--- config.mk ---
export PLATFORM = sky130hd
export DESIGN_NAME = gpcd_ports
export DESIGN_NICKNAME = d
export VERILOG_FILES = /design/src/hw/gpcd_ports.v
export VERILOG_INCLUDE_DIRS = /design/src /design/src/hw
export SDC_FILE = /design/constraint.sdc
export NUM_CORES = 1
export LEC_CHECK = 0
export ABC_CLOCK_PERIOD_IN_PS = 3500
export BUFFER_PORTS_ARGS = -buffer_cell sky130_fd_sc_hd__buf_2
export CAP_MARGIN = 30
export CORE_ASPECT_RATIO = 0.6
export CORE_UTILIZATION = 55
export CTS_CLUSTER_SIZE = 14
export DETAILED_ROUTE_END_ITERATION = 7
export PLACE_DENSITY_LB_ADDON = 0.12
export SKIP_CTS_REPAIR_TIMING = 1
export SLEW_MARGIN = 5
export SYNTH_ARGS = -nofsm -noshare
export SYNTH_HDL_FRONTEND = slang
export SYNTH_SLANG_ARGS = --single-unit
--- constraint.sdc ---
create_clock -name clk -period 3.5 [get_ports clk]
set_input_delay 0.525 -clock clk [delete_from_list [all_inputs] [get_ports clk]]
set_output_delay 0.525 -clock clk [all_outputs]
set_load 0.01 [all_outputs]
--- src/hw/gpcd_defines.vh ---
// register map, field positions and reset values for the port c/d block
// assumes a byte-wide register port with an 8-bit word address
`ifndef GPCD_DEFINES_VH
`define GPCD_DEFINES_VH

`define GPCD_A_C_PIN      8'h00
`define GPCD_A_C_LAT      8'h01
`define GPCD_A_C_DIR      8'h02
`define GPCD_A_D_PIN      8'h03
`define GPCD_A_D_LAT      8'h04
`define GPCD_A_D_DIR      8'h05
`define GPCD_A_MEM_CTRL   8'h06
`define GPCD_A_PAR_CTRL   8'h07

`define GPCD_DIR_RST      8'hFF
`define GPCD_LAT_RST      8'h00
`define GPCD_ZERO8        8'h00
`define GPCD_ONES8        8'hFF

`define GPCD_BUSDIS_BIT   7
`define GPCD_PARMODE_BIT  4
`define GPCD_MEM_RST      8'h80
`define GPCD_PAR_RST      8'h00
`define GPCD_MEM_MASK     8'h80
`define GPCD_PAR_MASK     8'h10

`define GPCD_B_OSC_OUT    0
`define GPCD_B_OSC_IN     1
`define GPCD_B_CAP1       2
`define GPCD_B_SCK        3
`define GPCD_B_SDA        4
`define GPCD_B_SDO        5
`define GPCD_B_TX         6
`define GPCD_B_DT         7

`endif

--- src/hw/gpcd_ports.v ---
// ports c and d with peripheral pin takeover and register access
// assumes a same-clock register port, pins reaching it through pads
`timescale 1ns/100ps
`include "gpcd_defines.vh"

module gpcd_ports (
	input  wire       clk,          // 40 mhz system clock
	input  wire       resetn,       // async reset, active low
	input  wire [7:0] addr,         // register address
	input  wire [7:0] wdata,        // write data
	input  wire       wr,           // write strobe
	input  wire       rd,           // read strobe
	output reg  [7:0] rdata,        // read data, cycle after rd
	input  wire       big_package,  // memory bus bonded out
	input  wire       cap2_pin_sel, // capture unit two pin select
	input  wire       tosc_en,      // timer oscillator enabled
	input  wire       cap1_out_en,  // capture unit one drive active
	input  wire       cap1_out,     // capture unit one output
	input  wire       cap2_out_en,  // capture unit two drive active
	input  wire       cap2_out,     // capture unit two output
	input  wire       ssp_en,       // sync serial module enabled
	input  wire       ssp_i2c,      // sync serial module in i2c mode
	input  wire       ssp_sck_out,  // serial clock out
	input  wire       ssp_sda_oe,   // i2c data drive (drives low)
	input  wire       ssp_sdo,      // spi data out
	input  wire       eus_en,       // enhanced serial unit enabled
	input  wire       eus_sync,     // enhanced serial in synchronous mode
	input  wire       eus_tx,       // transmit data out
	input  wire       eus_dt_oe,    // sync data line drive enable
	input  wire       eus_dt,       // sync data out
	input  wire [7:0] ebus_ad_out,  // memory bus address/data out
	input  wire       ebus_ad_oe,   // memory bus drive enable
	input  wire [7:0] par_out,      // parallel port read data
	input  wire       par_oe,       // parallel port drive enable
	input  wire [7:0] pc_in,        // port c pad levels
	output reg  [7:0] pc_out,       // port c pad drive value
	output reg  [7:0] pc_oe,        // port c pad drive enable
	input  wire [7:0] pd_in,        // port d pad levels
	output reg  [7:0] pd_out,       // port d pad drive value
	output reg  [7:0] pd_oe,        // port d pad drive enable
	output reg        cap1_in,      // capture unit one input
	output reg        cap2_in,      // capture unit two input
	output reg        cnt_ext_in,   // shared counter input
	output reg        ssp_sck_in,   // serial clock in
	output reg        ssp_sdi,      // spi/i2c data in
	output reg        eus_rx,       // receive / sync data in
	output reg        eus_ck_in,    // sync clock in
	output reg  [7:0] ebus_ad_in,   // memory bus data in
	output reg  [7:0] par_in        // parallel port write data
);

	// software visible registers and their next values
	reg  [7:0] pc_lat_r;
	reg  [7:0] pc_lat_nxt;
	reg  [7:0] pc_dir_r;
	reg  [7:0] pc_dir_nxt;
	reg  [7:0] pd_lat_r;
	reg  [7:0] pd_lat_nxt;
	reg  [7:0] pd_dir_r;
	reg  [7:0] pd_dir_nxt;
	reg  [7:0] mem_ctrl_r;
	reg  [7:0] mem_ctrl_nxt;
	reg  [7:0] par_ctrl_r;
	reg  [7:0] par_ctrl_nxt;

	// pad synchronisers
	reg  [7:0] pc_s1_r;
	reg  [7:0] pc_s2_r;
	reg  [7:0] pd_s1_r;
	reg  [7:0] pd_s2_r;

	// next values of the registered outputs
	reg  [7:0] rdata_nxt;
	reg  [7:0] pc_out_nxt;
	reg  [7:0] pc_oe_nxt;
	reg  [7:0] pd_out_nxt;
	reg  [7:0] pd_oe_nxt;
	reg        cap1_in_nxt;
	reg        cap2_in_nxt;
	reg        cnt_ext_in_nxt;
	reg        ssp_sck_in_nxt;
	reg        ssp_sdi_nxt;
	reg        eus_rx_nxt;
	reg        eus_ck_in_nxt;
	reg  [7:0] ebus_ad_in_nxt;
	reg  [7:0] par_in_nxt;

	// write selects, one per register
	wire       we_pc_lat;
	wire       we_pc_dir;
	wire       we_pd_lat;
	wire       we_pd_dir;
	wire       we_mem;
	wire       we_par;

	// who owns the pins this cycle
	wire       ebus_on;
	wire       par_on;
	wire       i2c_on;
	wire       spi_on;
	wire       eus_async;
	wire       eus_synced;

	// plain port behaviour: drive latch where direction is zero
	function [7:0] gpcd_oe;
		input [7:0] dir;
		begin
			gpcd_oe = ~dir;
		end
	endfunction

	// a port d takeover drives all eight pins together or none
	function [7:0] gpcd_all;
		input en;
		begin
			gpcd_all = en ? `GPCD_ONES8 : `GPCD_ZERO8;
		end
	endfunction

	// strobe qualified address match
	function gpcd_hit;
		input       stb;
		input [7:0] a;
		input [7:0] reg_a;
		begin
			gpcd_hit = stb && (a == reg_a);
		end
	endfunction

	// a peripheral input only sees its pin while the pin is an input
	function gpcd_in;
		input dir_bit;
		input pin_bit;
		begin
			gpcd_in = dir_bit & pin_bit;
		end
	endfunction

	// pads are asynchronous to clk, so two stages before any use
	always @(posedge clk or negedge resetn) begin
		if (!resetn) begin
			pc_s1_r <= `GPCD_ZERO8;
			pc_s2_r <= `GPCD_ZERO8;
			pd_s1_r <= `GPCD_ZERO8;
			pd_s2_r <= `GPCD_ZERO8;
		end else begin
			pc_s1_r <= pc_in;
			pc_s2_r <= pc_s1_r;
			pd_s1_r <= pd_in;
			pd_s2_r <= pd_s1_r;
		end
	end

	// pin address writes land in the latch, so both decode to it
	assign we_pc_lat = gpcd_hit(wr, addr, `GPCD_A_C_PIN) |
		gpcd_hit(wr, addr, `GPCD_A_C_LAT);
	assign we_pc_dir = gpcd_hit(wr, addr, `GPCD_A_C_DIR);
	assign we_pd_lat = gpcd_hit(wr, addr, `GPCD_A_D_PIN) |
		gpcd_hit(wr, addr, `GPCD_A_D_LAT);
	assign we_pd_dir = gpcd_hit(wr, addr, `GPCD_A_D_DIR);
	assign we_mem    = gpcd_hit(wr, addr, `GPCD_A_MEM_CTRL);
	assign we_par    = gpcd_hit(wr, addr, `GPCD_A_PAR_CTRL);

	assign ebus_on    = big_package & ~mem_ctrl_r[`GPCD_BUSDIS_BIT];
	assign par_on     = par_ctrl_r[`GPCD_PARMODE_BIT];
	assign i2c_on     = ssp_en & ssp_i2c;
	assign spi_on     = ssp_en & ~ssp_i2c;
	assign eus_async  = eus_en & ~eus_sync;
	assign eus_synced = eus_en & eus_sync;

	// register next values; unused control bits stay zero
	always @* begin
		pc_lat_nxt   = pc_lat_r;
		pc_dir_nxt   = pc_dir_r;
		pd_lat_nxt   = pd_lat_r;
		pd_dir_nxt   = pd_dir_r;
		mem_ctrl_nxt = mem_ctrl_r;
		par_ctrl_nxt = par_ctrl_r;
		if (we_pc_lat) begin
			pc_lat_nxt = wdata;
		end
		if (we_pc_dir) begin
			pc_dir_nxt = wdata;
		end
		if (we_pd_lat) begin
			pd_lat_nxt = wdata;
		end
		if (we_pd_dir) begin
			pd_dir_nxt = wdata;
		end
		if (we_mem) begin
			mem_ctrl_nxt = wdata & `GPCD_MEM_MASK;
		end
		if (we_par) begin
			par_ctrl_nxt = wdata & `GPCD_PAR_MASK;
		end
	end

	// bus disabled at reset so port d pins come up as inputs
	always @(posedge clk or negedge resetn) begin
		if (!resetn) begin
			pc_lat_r   <= `GPCD_LAT_RST;
			pd_lat_r   <= `GPCD_LAT_RST;
			pc_dir_r   <= `GPCD_DIR_RST;
			pd_dir_r   <= `GPCD_DIR_RST;
			mem_ctrl_r <= `GPCD_MEM_RST;
			par_ctrl_r <= `GPCD_PAR_RST;
		end else begin
			pc_lat_r   <= pc_lat_nxt;
			pd_lat_r   <= pd_lat_nxt;
			pc_dir_r   <= pc_dir_nxt;
			pd_dir_r   <= pd_dir_nxt;
			mem_ctrl_r <= mem_ctrl_nxt;
			par_ctrl_r <= par_ctrl_nxt;
		end
	end

	// read mux; direction reads never see peripheral overrides
	always @* begin
		rdata_nxt = `GPCD_ZERO8;
		if (rd) begin
			case (addr)
			`GPCD_A_C_PIN:    rdata_nxt = pc_s2_r;
			`GPCD_A_C_LAT:    rdata_nxt = pc_lat_r;
			`GPCD_A_C_DIR:    rdata_nxt = pc_dir_r;
			`GPCD_A_D_PIN:    rdata_nxt = pd_s2_r;
			`GPCD_A_D_LAT:    rdata_nxt = pd_lat_r;
			`GPCD_A_D_DIR:    rdata_nxt = pd_dir_r;
			`GPCD_A_MEM_CTRL: rdata_nxt = mem_ctrl_r;
			`GPCD_A_PAR_CTRL: rdata_nxt = par_ctrl_r;
			default:          rdata_nxt = `GPCD_ZERO8;
			endcase
		end
	end

	// port c pin mux; later assignments win over earlier ones
	always @* begin
		pc_out_nxt = pc_lat_r;
		pc_oe_nxt  = gpcd_oe(pc_dir_r);
		if (cap1_out_en && !pc_dir_r[`GPCD_B_CAP1]) begin
			pc_out_nxt[`GPCD_B_CAP1] = cap1_out;
		end
		if (cap2_pin_sel && cap2_out_en &&
			!pc_dir_r[`GPCD_B_OSC_IN]) begin
			pc_out_nxt[`GPCD_B_OSC_IN] = cap2_out;
		end
		if (ssp_en && !pc_dir_r[`GPCD_B_SCK]) begin
			pc_out_nxt[`GPCD_B_SCK] = ssp_sck_out;
		end
		if (spi_on && !pc_dir_r[`GPCD_B_SDO]) begin
			pc_out_nxt[`GPCD_B_SDO] = ssp_sdo;
		end
		if (i2c_on) begin
			// open-drain data: drive low only while asserting
			pc_out_nxt[`GPCD_B_SDA] = 1'b0;
			pc_oe_nxt[`GPCD_B_SDA]  = ssp_sda_oe;
		end
		if (eus_async) begin
			pc_out_nxt[`GPCD_B_TX] = eus_tx;
			pc_oe_nxt[`GPCD_B_TX]  = 1'b1;
		end
		if (eus_synced) begin
			pc_out_nxt[`GPCD_B_DT] = eus_dt;
			pc_oe_nxt[`GPCD_B_DT]  = eus_dt_oe;
		end
		// oscillator pins are analogue, nothing digital may drive them
		if (tosc_en) begin
			pc_out_nxt[`GPCD_B_OSC_OUT] = 1'b0;
			pc_oe_nxt[`GPCD_B_OSC_OUT]  = 1'b0;
			pc_out_nxt[`GPCD_B_OSC_IN]  = 1'b0;
			pc_oe_nxt[`GPCD_B_OSC_IN]   = 1'b0;
		end
	end

	// port d: memory bus over parallel port over plain i/o
	always @* begin
		pd_out_nxt = pd_lat_r;
		pd_oe_nxt  = gpcd_oe(pd_dir_r);
		if (ebus_on) begin
			pd_out_nxt = ebus_ad_out;
			pd_oe_nxt  = gpcd_all(ebus_ad_oe);
		end else if (par_on) begin
			pd_out_nxt = par_out;
			pd_oe_nxt  = gpcd_all(par_oe);
		end
	end

	// peripheral inputs from synced pins; zero when not routed, except ssp_sdi and eus_rx, which always follow their pins
	always @* begin
		cap1_in_nxt    = gpcd_in(pc_dir_r[`GPCD_B_CAP1],
			pc_s2_r[`GPCD_B_CAP1]);
		cap2_in_nxt    = cap2_pin_sel & ~tosc_en &
			gpcd_in(pc_dir_r[`GPCD_B_OSC_IN],
			pc_s2_r[`GPCD_B_OSC_IN]);
		cnt_ext_in_nxt = ~tosc_en &
			gpcd_in(pc_dir_r[`GPCD_B_OSC_OUT],
			pc_s2_r[`GPCD_B_OSC_OUT]);
		ssp_sck_in_nxt = gpcd_in(pc_dir_r[`GPCD_B_SCK],
			pc_s2_r[`GPCD_B_SCK]);
		ssp_sdi_nxt    = pc_s2_r[`GPCD_B_SDA];
		eus_rx_nxt     = pc_s2_r[`GPCD_B_DT];
		eus_ck_in_nxt  = eus_sync & pc_s2_r[`GPCD_B_TX];
		ebus_ad_in_nxt = `GPCD_ZERO8;
		par_in_nxt     = `GPCD_ZERO8;
		if (ebus_on) begin
			ebus_ad_in_nxt = pd_s2_r;
		end else if (par_on) begin
			par_in_nxt = pd_s2_r;
		end
	end

	// every output straight from a flop; reset leaves all pins input
	always @(posedge clk or negedge resetn) begin
		if (!resetn) begin
			rdata      <= `GPCD_ZERO8;
			pc_out     <= `GPCD_ZERO8;
			pc_oe      <= `GPCD_ZERO8;
			pd_out     <= `GPCD_ZERO8;
			pd_oe      <= `GPCD_ZERO8;
			cap1_in    <= 1'b0;
			cap2_in    <= 1'b0;
			cnt_ext_in <= 1'b0;
			ssp_sck_in <= 1'b0;
			ssp_sdi    <= 1'b0;
			eus_rx     <= 1'b0;
			eus_ck_in  <= 1'b0;
			ebus_ad_in <= `GPCD_ZERO8;
			par_in     <= `GPCD_ZERO8;
		end else begin
			rdata      <= rdata_nxt;
			pc_out     <= pc_out_nxt;
			pc_oe      <= pc_oe_nxt;
			pd_out     <= pd_out_nxt;
			pd_oe      <= pd_oe_nxt;
			cap1_in    <= cap1_in_nxt;
			cap2_in    <= cap2_in_nxt;
			cnt_ext_in <= cnt_ext_in_nxt;
			ssp_sck_in <= ssp_sck_in_nxt;
			ssp_sdi    <= ssp_sdi_nxt;
			eus_rx     <= eus_rx_nxt;
			eus_ck_in  <= eus_ck_in_nxt;
			ebus_ad_in <= ebus_ad_in_nxt;
			par_in     <= par_in_nxt;
		end
	end

endmodule

**After elaboration in Yosys (flattened, before gate mapping)**

Index checks and enable logic that the tools add are counted.
Widths: inputs -> output; s select.

- Register bits: 129
- Bits in latches: 0
- RAM bits: 0
- Bits in read-only memories: 0
- Bits of input ports: 71
- Output and inout bits: 63
- Word-level logic and storage cells: 93
- Memories kept: 0

- $add $sub $neg: 0
- $mul: 0
- Divide/modulo/power cells: 0
- $lt $le $gt $ge: 0
- Eq/ne operators: 7
- Shift operators: 0
- Muxes and demuxes: 23
- Bitwise operators: 21
- Reductions and logical operators: 18

Operator list:

| cell | number |
|---|---|
| $mux 8 | 10 |
| $pmux 8 s8 | 1 |
| $eq 8x3->1 const B | 4 |
| $eq 8x2->1 const B | 2 |
| $not 8->8 | 2 |
| $and 1x1->1 | 13 |
| $logic_and 1x1->1 | 13 |
| $mux 1 | 10 |
| $eq 8x1->1 const B | 1 |
| $logic_not 8->1 | 1 |
| $logic_not 1->1 | 4 |
| $mux 2 | 2 |
| $not 1->1 | 4 |
| $or 1x1->1 | 2 |

**Longest topological paths before layout**

Gate-level depths: netlist of run 1.

- Depth in word-level cells: 4
- Gate-level depth with buffers: 6
- Mapped depth without buffers: 4

**Least setup slack after synthesis of run 1**

No wires, ideal clock.

- Path kind: input port to flip-flop
- Start: input port addr[5]
- End: register pc_dir_r[5]
- Setup time: 0.082 ns
- Data arrival time: 1.667 ns
- Data required time: 3.418 ns
- Slack: 1.751 ns
- Stages on the path: 5
- Buffers on the path: 1
- Cells stage by stage: nor4_2 > and2_1 > buf_6 > nand4b_4 > mux2_4

- Word-level cells in the longest chain between the ends: 2

Ends and longest elaborated chain:

| element | line | text |
|---|---|---|
| start: declaration | gpcd_ports.v:9 | `input wire [7:0] addr,` |
| $eq 8x2->1 | gpcd_ports.v:126 | `gpcd_hit = stb && (a == reg_a);` |
| $logic_and 1x1->1 | gpcd_ports.v:126 |  |
| end signal: assignment | gpcd_ports.v:204 | `` pc_dir_r <= `GPCD_DIR_RST; `` |
| end signal: assignment | gpcd_ports.v:211 | `pc_dir_r <= pc_dir_nxt;` |
| end: declaration | gpcd_ports.v:55 | `reg [7:0] pc_dir_r;` |

Every way passes these cells.
A chain may end at the register's enable or synchronous reset.

**Worst setup path after layout of run 1**

- Start: input port addr[5]
- End: register pd_lat_r[1]

- Word-level cells in the longest chain between the ends: 3
- Elaborated cells between the ends (all ways): 5
- Those cells by class: 2 x eq/ne; 1 x bitwise; 2 x reduce/logical

Ends and longest elaborated chain:

| element | line | text |
|---|---|---|
| $eq 8x2->1 or $eq 8x3->1 (tied branches) | gpcd_ports.v:126 |  |
| $logic_and 1x1->1 | gpcd_ports.v:126 |  |
| $or 1x1->1 (*) | gpcd_ports.v:158 | `` assign we_pd_lat = gpcd_hit(wr, addr, `GPCD_A_D_PIN) \| `` |
| end signal: assignment | gpcd_ports.v:203 | `` pd_lat_r <= `GPCD_LAT_RST; `` |
| end signal: assignment | gpcd_ports.v:210 | `pd_lat_r <= pd_lat_nxt;` |
| end: declaration | gpcd_ports.v:57 | `reg [7:0] pd_lat_r;` |

Every way passes the cells marked *; elsewhere a longest branch is shown, timed or not.

==> results of run 1 <==
-- metrics by stage --
step | utilization (%) | hold slack (ns) | total power, mW | cells
2_1_floorplan | - | 0.229 | 1.77 | 347
3_3_place_gp | 66.0 | 0.333 | 1.92 | 581
3_5_place_dp | 66.0 | 0.335 | 1.93 | 581
4_1_cts | 73.1 | 0.0626 | 3.74 | 613
5_1_grt | 73.1 | 0.0772 | 3.85 | 613
6_report | 73.1 | 0.0517 | 3.72 | 613
-- flip-flops by register name, indices dropped and copies added, names as in the netlist, 8 cells and up --
name and count:
rdata 8, ebus_ad_in 8, pd_oe 8, pc_dir_r 8, pc_oe 8, pc_lat_r 8, pd_s2_r 8, pd_dir_r 8
pd_s1_r 8, pc_s1_r 8, par_in 8, pd_out 8, pd_lat_r 8, pc_out 8, pc_s2_r 8
-- cells by family after synthesis --
family	count (synthesis)
flops	129
simple gates	87
mux	62
compound gates	50
buf+inv	19
-- cell type report --
cell class / instances / area share (%)
tap: 112 / 2.24
clock buffer: 21 / 7.20
clock inverter: 11 / 2.60
sequential: 129 / 51.9
multi-input combinational: 199 / 24.5
timing repair buffer: 136 / 11.2
inverter: 5 / 0.300
-- metal layers --
layer	track usage, %	vias to the layer above	wire [um]
met3	9.32	10	1290
met1	39.7	1632	5290
met4	9.37	0	106
met5	0	-	0
li1	-	1501	-
met2	35.7	180	4690
-- power by group --
group / leakage, nW / switching, mW / internal, mW / total, mW
Combinational: 1.28 / 0.151 / 0.123 / 0.274
Sequential: 1.57 / 0.0503 / 1.58 / 1.63
Clock: 0.293 / 0.617 / 1.20 / 1.82
-- worst max-delay path, cell delays in order --
cell and delay (ns):
buf_2 0.10, nor4_2 0.40, and2_1 0.50, nand3_4 0.23, mux2_1 0.37
-- cell usage in the layout (no fill, tap or decap), types with 11 or more instances in the layout --
cell and instances:
buf_2 132, clkbuf_16 17, mux2i_1 14, mux2_2 44, nor2b_1 12, nor2_1 16, nand2_1 18, o21ai_0 24
and3_1 13, a21oi_1 11, and2_1 13, dfstp_2 17, dfrtp_1 112
-- how the worst max path moves through the flow --
stage | to | cells after the start | slack, ns
finish | pd_lat_r[1]$_DFFE_PN0P_ | 5 | 1.65
global route | pd_lat_r[1]$_DFFE_PN0P_ | 5 | 1.58
CTS | pd_lat_r[1]$_DFFE_PN0P_ | 5 | 1.66
detailed placement | pd_lat_r[1]$_DFFE_PN0P_ | 5 | 1.24
global placement | pc_dir_r[5]$_DFFE_PN1P_ | 5 | 1.28
floorplan | pc_dir_r[5]$_DFFE_PN1P_ | 5 | 1.75
==> summary.txt, run 1 <==
Detailed routing
  • Drt drc: 0
  • Vias per inst: 5.42
  • Starting DRT DRC Count: approximately 310
  • WL final: 11400 um
  • Vias: 3323
  • WL/cell: 18.6 um
  • 1st-pass router iterations: 4
  • Post-route ant nets: 0

Power
  • Worst VDD drop: 401 uV
  • Leak Pwr: about 3.1 nW
  • Power per Cell Area: ~600 mW/mm2

Hold path
  • Min-delay worst type: input pin to async pin

Timing
  • Post-layout min period: between 1.5 and 2 ns
  • Hold Vio Cnt, Final: 0
  • Final-report setup violation count: 0
  • Setup ws final: 1.65 ns
  • Fin crit share: a little over half
  • RSZ-0062 raised after global routing: false
  • Clock Skew: around 0.012 ns
  • Measured slew at the worst slew-check pin: just under 0.8 ns
  • Setup TNS: 0 ns
  • Fmax: 0.541 GHz
  • Final Slew Violations: 0
  • Slew headroom: 47.2%

Setup path
  • Worst path required time: around 3.8 ns
  • Flop2flop setup slack: 1.87 ns
  • R2R Path End: rdata[4]$_DFF_PN0_
  • R2R cell count: 5
  • Arrival time worst endpoint: 2.13 ns
  • Worst Setup End Kind: flip-flop
  • Critical path startpoint: addr[5]
  • Worst Setup Start Kind: input pin
  • Critical-path maximum fanout: 8
  • FF-to-FF Start: par_ctrl_r[4]$_DFFE_PN0P_
  • Worst Setup Path Type: input pin to flip-flop

Yosys
  • Post-synth ARST share: 100%
  • Synthesis Warnings: 0
  • Post-synth EDFFs: 0
  • Post-synth net total: 418
  • Ys flop type: dfrtp_1
  • Largest family of logic cells by synthesized area: multiplexers
  • Xor and xnor area share after synthesis: 0%
  • Post-synth top cells: dfrtp_1 (112), mux2_2 (44), o21ai_0 (24)
  • Synth Area in Simple Gates: 10.8%
  • Yosys top cell area share: 57.3%
  • Synth Cell Area: between 0.004 and 0.005 mm2
  • Main area contributors after synthesis: dfrtp_1 (57%), mux2_2 (10%), dfstp_2 (9.1%)
  • Synth area leader: dfrtp_1
  • Post-synthesis sequential area ratio: approximately 66%
  • Count of cell types in the netlist: 40
  • Post-synthesis adder-cell area fraction: 0%
  • Mapped Avg Cell Area: 14.1 um2
  • Mux cell area share after synthesis: 14.5%
  • Synth Area in Compound Gates: 6.12%
  • Register bit count reported by yosys: 129
  • Synth Instances: 347
  • Most common cell in the netlist: dfrtp_1

Place
  • Placer Congestion: 0.878
  • Placed Area: between 0.005 and 0.006 mm2
  • DP Wirelength: 8000 um
  • Dpl ws: 1.24 ns
  • Port Buffers: 133

Finish
  • Seq. cell area: 0.00325 mm2
  • ANT cells: 0
  • Fill count: between 500 and 600
  • Layout cells sized above 1: between 40% and 50%
  • Final instance area: 0.00626 mm2
  • Syn-to-layout area delta: 28.0%
  • Multi-input gate area in the final layout: ~0.0015 mm2
  • Nets: ~560

Global routing
  • First-pass GRT wire length: 17200 um
  • Initial antenna violation count: 1
  • Total track usage: 26.5%
  • GRT overflow: 0
  • Largest net degree at the start of global routing: 97
  • Vias in the first global route: 3152

Clocking
  • Clk sinks: 129
  • CTS tree: yes
  • Clk slew on worst S/H paths: roughly 0.05 ns
  • Number of buffers created by CTS: 17
  • Maximum clock path buffer count: 2
  • Clk Latency, worst-skew pair: roughly 0.41 ns
  • H-tree Lvls: 4
  • Clk root buf: clkbuf_16

Floorplanning
  • I/O pin total: between 100 and 150
  • Placeable core region: 0.00856 mm2
  • Die area: 0.00928 mm2
  • Die Y: about 75 um
  • Rows: 26
  • Chip width: around 120 um
  • Initial core utilization: 57.1%

Outcome
  • Outcome: complete, no violations

Run
  • Max Cap Violations: 0
No activity file was read; power rests on OpenSTA's default activity.
==> run 2: changes to the inputs <==
--- a/config.mk
+++ b/config.mk
@@ -6,11 +6,11 @@
 export SDC_FILE = /design/constraint.sdc
 export NUM_CORES = 1
 export LEC_CHECK = 0
-export ABC_CLOCK_PERIOD_IN_PS = 3500
+export ABC_CLOCK_PERIOD_IN_PS = 1790
 export BUFFER_PORTS_ARGS = -buffer_cell sky130_fd_sc_hd__buf_2
 export CAP_MARGIN = 30
 export CORE_ASPECT_RATIO = 0.6
-export CORE_UTILIZATION = 55
+export CORE_UTILIZATION = 52
 export CTS_CLUSTER_SIZE = 14
 export DETAILED_ROUTE_END_ITERATION = 7
 export PLACE_DENSITY_LB_ADDON = 0.12
==> constraint.sdc (replaced) <==
create_clock -name clk -period 1.79 [get_ports clk]
set_input_delay 0.2685 -clock clk [delete_from_list [all_inputs] [get_ports clk]]
set_output_delay 0.2685 -clock clk [all_outputs]
set_load 0.01 [all_outputs]
==> summary.txt, run 2 (synthesized netlist as in run 1, its figures left out) <==
Timing
  • Measured slew at the worst slew-check pin: just over 0.7 ns
  • Hold Vio Cnt, Final: 0
  • Fmax: 0.789 GHz
  • Final-report setup violation count: 0
  • Setup ws final: 0.523 ns
  • RSZ-0062 raised after global routing: false
  • Setup TNS: 0 ns
  • Final Slew Violations: 0
  • Fin Hold WS: between 0.05 and 0.06 ns
  • Post-layout min period: 1.27 ns
  • Clock Skew: roughly 0.014 ns
  • Fin crit share: 70.8%
  • Slew headroom: 51.5%

Floorplanning
  • Placeable core region: around 0.0088 mm2
  • Chip width: 127 um
  • I/O pin total: 134
  • Die Y: 77.1 um
  • Initial core utilization: 55.4%
  • Rows: 26
  • Die area: 0.00980 mm2

Hold path
  • Min-delay src: ebus_ad_out[2]
  • Min-delay worst type: input pin to flip-flop
  • Hold path depth: 3

Finish
  • Layout cells sized above 1: 46.8%
  • Most frequent cells in the layout: buf_2 (132), dfrtp_1 (112), mux2_2 (44), o21ai_0 (24), nand2_1 (18)
  • Multi-input gate area in the final layout: ~0.0015 mm2
  • Finished Layout Cells: 656
  • Seq. cell area: 0.00325 mm2
  • Final instance area: between 0.006 and 0.007 mm2
  • Commonest non-fill, non-tap cell in the layout: buf_2
  • Fill count: roughly 600
  • Nets: 588
  • ANT cells: 0
  • Util after Layout: 73.5%
  • Syn-to-layout area delta: 32.6%

Clocking
  • Maximum clock path buffer count: 2
  • Clk sinks: about 130
  • Clk Latency, worst-skew pair: 0.41 ns
  • Clk slew on worst S/H paths: about 0.050 ns
  • H-tree Lvls: 4
  • Clk root buf: clkbuf_16
  • CTS tree: yes
  • Number of buffers created by CTS: 17

Detailed routing
  • Vias per inst: 5.13
  • Drt drc: 0
  • WL/cell: 18.1 um
  • Starting DRT DRC Count: 221
  • WL final: 11800 um
  • 1st-pass router iterations: 4
  • Post-route ant nets: 0
  • Vias: 3367

Setup path
  • Critical Path, Cell by Cell: buf_2, nor2b_1, mux2_2, nand3_4, mux2_1
  • Critical-path maximum fanout: 9
  • Worst path bufs/invs: 1
  • Worst Setup Path Type: input pin to flip-flop
  • FF-to-FF Start: mem_ctrl_r[7]$_DFFE_PN1P_
  • Worst path required time: 2.08 ns
  • CP top delay family: multiplexers
  • Worst Setup End Kind: flip-flop
  • R2R cell count: 4
  • Flop2flop setup slack: 0.53 ns
  • CP max stage delay: 0.35 ns
  • Arrival time worst endpoint: 1.56 ns
  • Cell depth of the worst setup path: 5
  • Critical path startpoint: addr[0]
  • Worst Setup Start Kind: input pin
  • Slowest stage cell, crit path: nor2b_1

Power
  • Leak Pwr: 3.26 nW
  • Total power: 6.95 mW
  • Power per Cell Area: between 1000 and 1500 mW/mm2
  • Worst VDD drop: 649 uV

Global routing
  • First-pass GRT wire length: 18500 um
  • GRT overflow: 0
  • Vias in the first global route: approximately 3400
  • Initial antenna violation count: 0
  • Total track usage: 26.2%
  • Largest net degree at the start of global routing: ~130

Place
  • Port Buffers: between 100 and 150
  • DP Wirelength: 8280 um
  • Dpl ws: 0.134 ns
  • Dpl cells: 607
  • Placer Congestion: 0.892
  • Placed Area: 0.00576 mm2

Run
  • Max Cap Violations: 0

Outcome
  • Outcome: complete, no violations
## run 2: path summary, 6_finish.rpt
kind,endpoint
max,pd_lat_r[1]$_DFFE_PN0P_
min,pd_out[2]$_DFF_PN0_
max reg2reg,pd_oe[5]$_DFF_PN0_
min reg2reg,pc_s2_r[4]$_DFF_PN0_
max in group asynchronous,ebus_ad_in[1]$_DFF_PN0_
min in group asynchronous,eus_ck_in$_DFF_PN0_
## run 2: layout make-up
cell class,count,share of cell area (%)
clock inverter,7,0.927
multi-input combinational,199,23.6
inverter,5,0.290
tap,126,2.43
sequential,129,50.2
timing repair buffer,165,15.1
clock buffer,25,7.49
## run 2: tightest hold or removal path, stage by stage
cell and delay (ns):
buf_2 0.07, nand2_1 0.03, o21ai_0 0.06
## run 2: where the power goes
part           internal [mW]  switching, mW  total, mW
combinational          0.281          0.301      0.582
clock                   2.00           1.17       3.18
sequential              3.09          0.101       3.19
total                   5.37           1.58       6.95
## run 2: routing by layer
metal  vias up  wire (um)  GRT usage (%)
met3         6       1130           9.77
met2       146       5020           35.1
met5         -          0              0
met4         0         56           8.81
li1       1554          -              -
met1      1661       5640           38.9
==> run 3: changes to the inputs <==
--- a/config.mk
+++ b/config.mk
@@ -6,7 +6,7 @@
 export SDC_FILE = /design/constraint.sdc
 export NUM_CORES = 1
 export LEC_CHECK = 0
-export ABC_CLOCK_PERIOD_IN_PS = 1790
+export ABC_CLOCK_PERIOD_IN_PS = 1300
 export BUFFER_PORTS_ARGS = -buffer_cell sky130_fd_sc_hd__buf_2
 export CAP_MARGIN = 30
 export CORE_ASPECT_RATIO = 0.6
==> constraint.sdc (replaced) <==
create_clock -name clk -period 1.3 [get_ports clk]
set_input_delay 0.195 -clock clk [delete_from_list [all_inputs] [get_ports clk]]
set_output_delay 0.195 -clock clk [all_outputs]
set_load 0.01 [all_outputs]
==> summary.txt, run 3 (synthesized netlist as in run 1, its figures left out) <==
Detailed routing
  • Vias: 3493
  • Vias per inst: 5.11
  • WL/cell: around 18 um
  • Post-route ant nets: 0
  • WL final: 12100 um
  • Starting DRT DRC Count: 282
  • Drt drc: 0
  • 1st-pass router iterations: 4

Clocking
  • Number of buffers created by CTS: 17
  • Clk sinks: approximately 130
  • Maximum clock path buffer count: 2
  • H-tree Lvls: 4
  • Clk slew on worst S/H paths: 0.06 ns
  • Clk root buf: clkbuf_16
  • CTS tree: yes
  • Clk Latency, worst-skew pair: 0.42 ns

Global routing
  • First-pass GRT wire length: 18800 um
  • Vias in the first global route: 3530
  • Initial antenna violation count: 1
  • Largest net degree at the start of global routing: 37
  • GRT overflow: 0
  • Total track usage: 26.5%

Finish
  • Syn-to-layout area delta: 38.1%
  • Nets: ~620
  • Fill count: 586
  • ANT cells: 0
  • Most frequent cells in the layout: buf_2 (132), dfrtp_1 (112), mux2_2 (44), buf_4 (37), o21ai_0 (22)
  • Layout cells sized above 1: about 50%
  • Commonest non-fill, non-tap cell in the layout: buf_2
  • Util after Layout: 76.5%

Timing
  • Final-report setup violation count: 0
  • Post-layout min period: about 1.3 ns
  • Fin crit share: 97.7%
  • Setup ws final: ~0.03 ns
  • RSZ-0062 raised after global routing: false
  • Measured slew at the worst slew-check pin: 0.378 ns
  • Final Slew Violations: 0
  • Hold Vio Cnt, Final: 5
  • Slew headroom: 74.6%
  • Fin Hold WS: -0.0196 ns
  • Fmax: 0.788 GHz
  • Clock Skew: 0.00931 ns

Floorplanning
  • Rows: 26
  • I/O pin total: 134
  • Placeable core region: 0.00882 mm2
  • Chip width: 127 um
  • Die Y: 77.1 um
  • Initial core utilization: between 50% and 60%
  • Die area: 0.00980 mm2

Hold path
  • Min-delay src: ebus_ad_out[5]
  • Hold path depth: 3
  • Min-delay worst type: input pin to flip-flop
  • Hold EP: pd_out[5]$_DFF_PN0_

Place
  • Placer Congestion: 0.853
  • Port Buffers: around 130
  • Dpl ws: -0.298 ns
  • DP Wirelength: 8530 um

Setup path
  • R2R Path End: rdata[3]$_DFF_PN0_
  • Arrival time worst endpoint: 1.57 ns
  • Critical path startpoint: pc_lat_r[3]$_DFFE_PN0P_
  • Worst path required time: 1.60 ns
  • Worst Setup Path Type: flip-flop to flip-flop
  • Worst Setup End Kind: flip-flop
  • FF-to-FF Start: pc_lat_r[3]$_DFFE_PN0P_
  • Critical-path maximum fanout: 3
  • Flop2flop setup slack: 0.03 ns
  • R2R cell count: 3
  • Worst Setup Start Kind: flip-flop

Power
  • Power per Cell Area: ~1400 mW/mm2
  • Worst VDD drop: 1220 uV
  • Leak Pwr: 3.42 nW

Run
  • Max Cap Violations: 0

Outcome
  • Failing checks: negative hold slack
  • Outcome: finished, violations left
## run 3: cell count changes in the layout (fill, tap and decap cells not counted), sizes merged
cell         change
clkinvlp         +1
clkinv           -3
dlygate4sd3      +2
clkbuf           +2
buf             +25
## run 3: metal layers
metal | vias up | routed length [um] | GRT usage, %
met5 | - | 10 | 0
li1 | 1614 | - | -
met1 | 1742 | 5540 | 35.9
met3 | 12 | 766 | 7.89
met4 | 2 | 108 | 9.05
met2 | 123 | 5700 | 40.8
## run 3: worst max path at each step
stage	to	slack, ns
finish	rdata[3]$_DFF_PN0_	0.03
global route	pd_oe[4]$_DFF_PN0_	0.002
CTS	rdata[3]$_DFF_PN0_	-0.03
detailed placement	pd_lat_r[1]$_DFFE_PN0P_	-0.30
global placement	pd_lat_r[1]$_DFFE_PN0P_	-0.25
floorplan	pd_lat_r[0]$_DFFE_PN0P_	-0.09
## run 3: where the power goes
group / leakage (nW) / internal (mW) / switching [mW] / total, mW
sequential: 1.57 / 4.25 / 0.114 / 4.37
clock: 0.277 / 2.87 / 1.64 / 4.51
combinational: 1.57 / 0.451 / 0.455 / 0.907
## run 3: area by class of cell
class	instances	area, um2	share of cell area (%)
inverter	5	18.8	0.278
clock buffer	27	513	7.60
tap	126	158	2.34
timing repair buffer	192	1200	17.8
multi-input combinational	199	1560	23.1
sequential	129	3250	48.2
clock inverter	5	52.6	0.779
## run 3: critical path: stages (launching register included)
cell and delay, ns:
dfrtp_1 0.40, mux4_2 0.48, a32oi_2 0.20, nor2_1 0.08
## run 3: through the flow
step / instance area, um2 / instances / TNS (ns) / total power, mW / hold slack (ns)
2_1_floorplan: 4900 / 347 / -1.53 / 4.77 / -0.101
3_3_place_gp: 5960 / 630 / -8.20 / 5.24 / 0.125
3_5_place_dp: 5960 / 630 / -9.07 / 5.27 / 0.126
4_1_cts: 6530 / 662 / -0.0521 / 9.78 / -0.312
5_1_grt: 6750 / 683 / 0 / 10.1 / 0.00829
6_report: 6750 / 683 / 0 / 9.78 / -0.0196
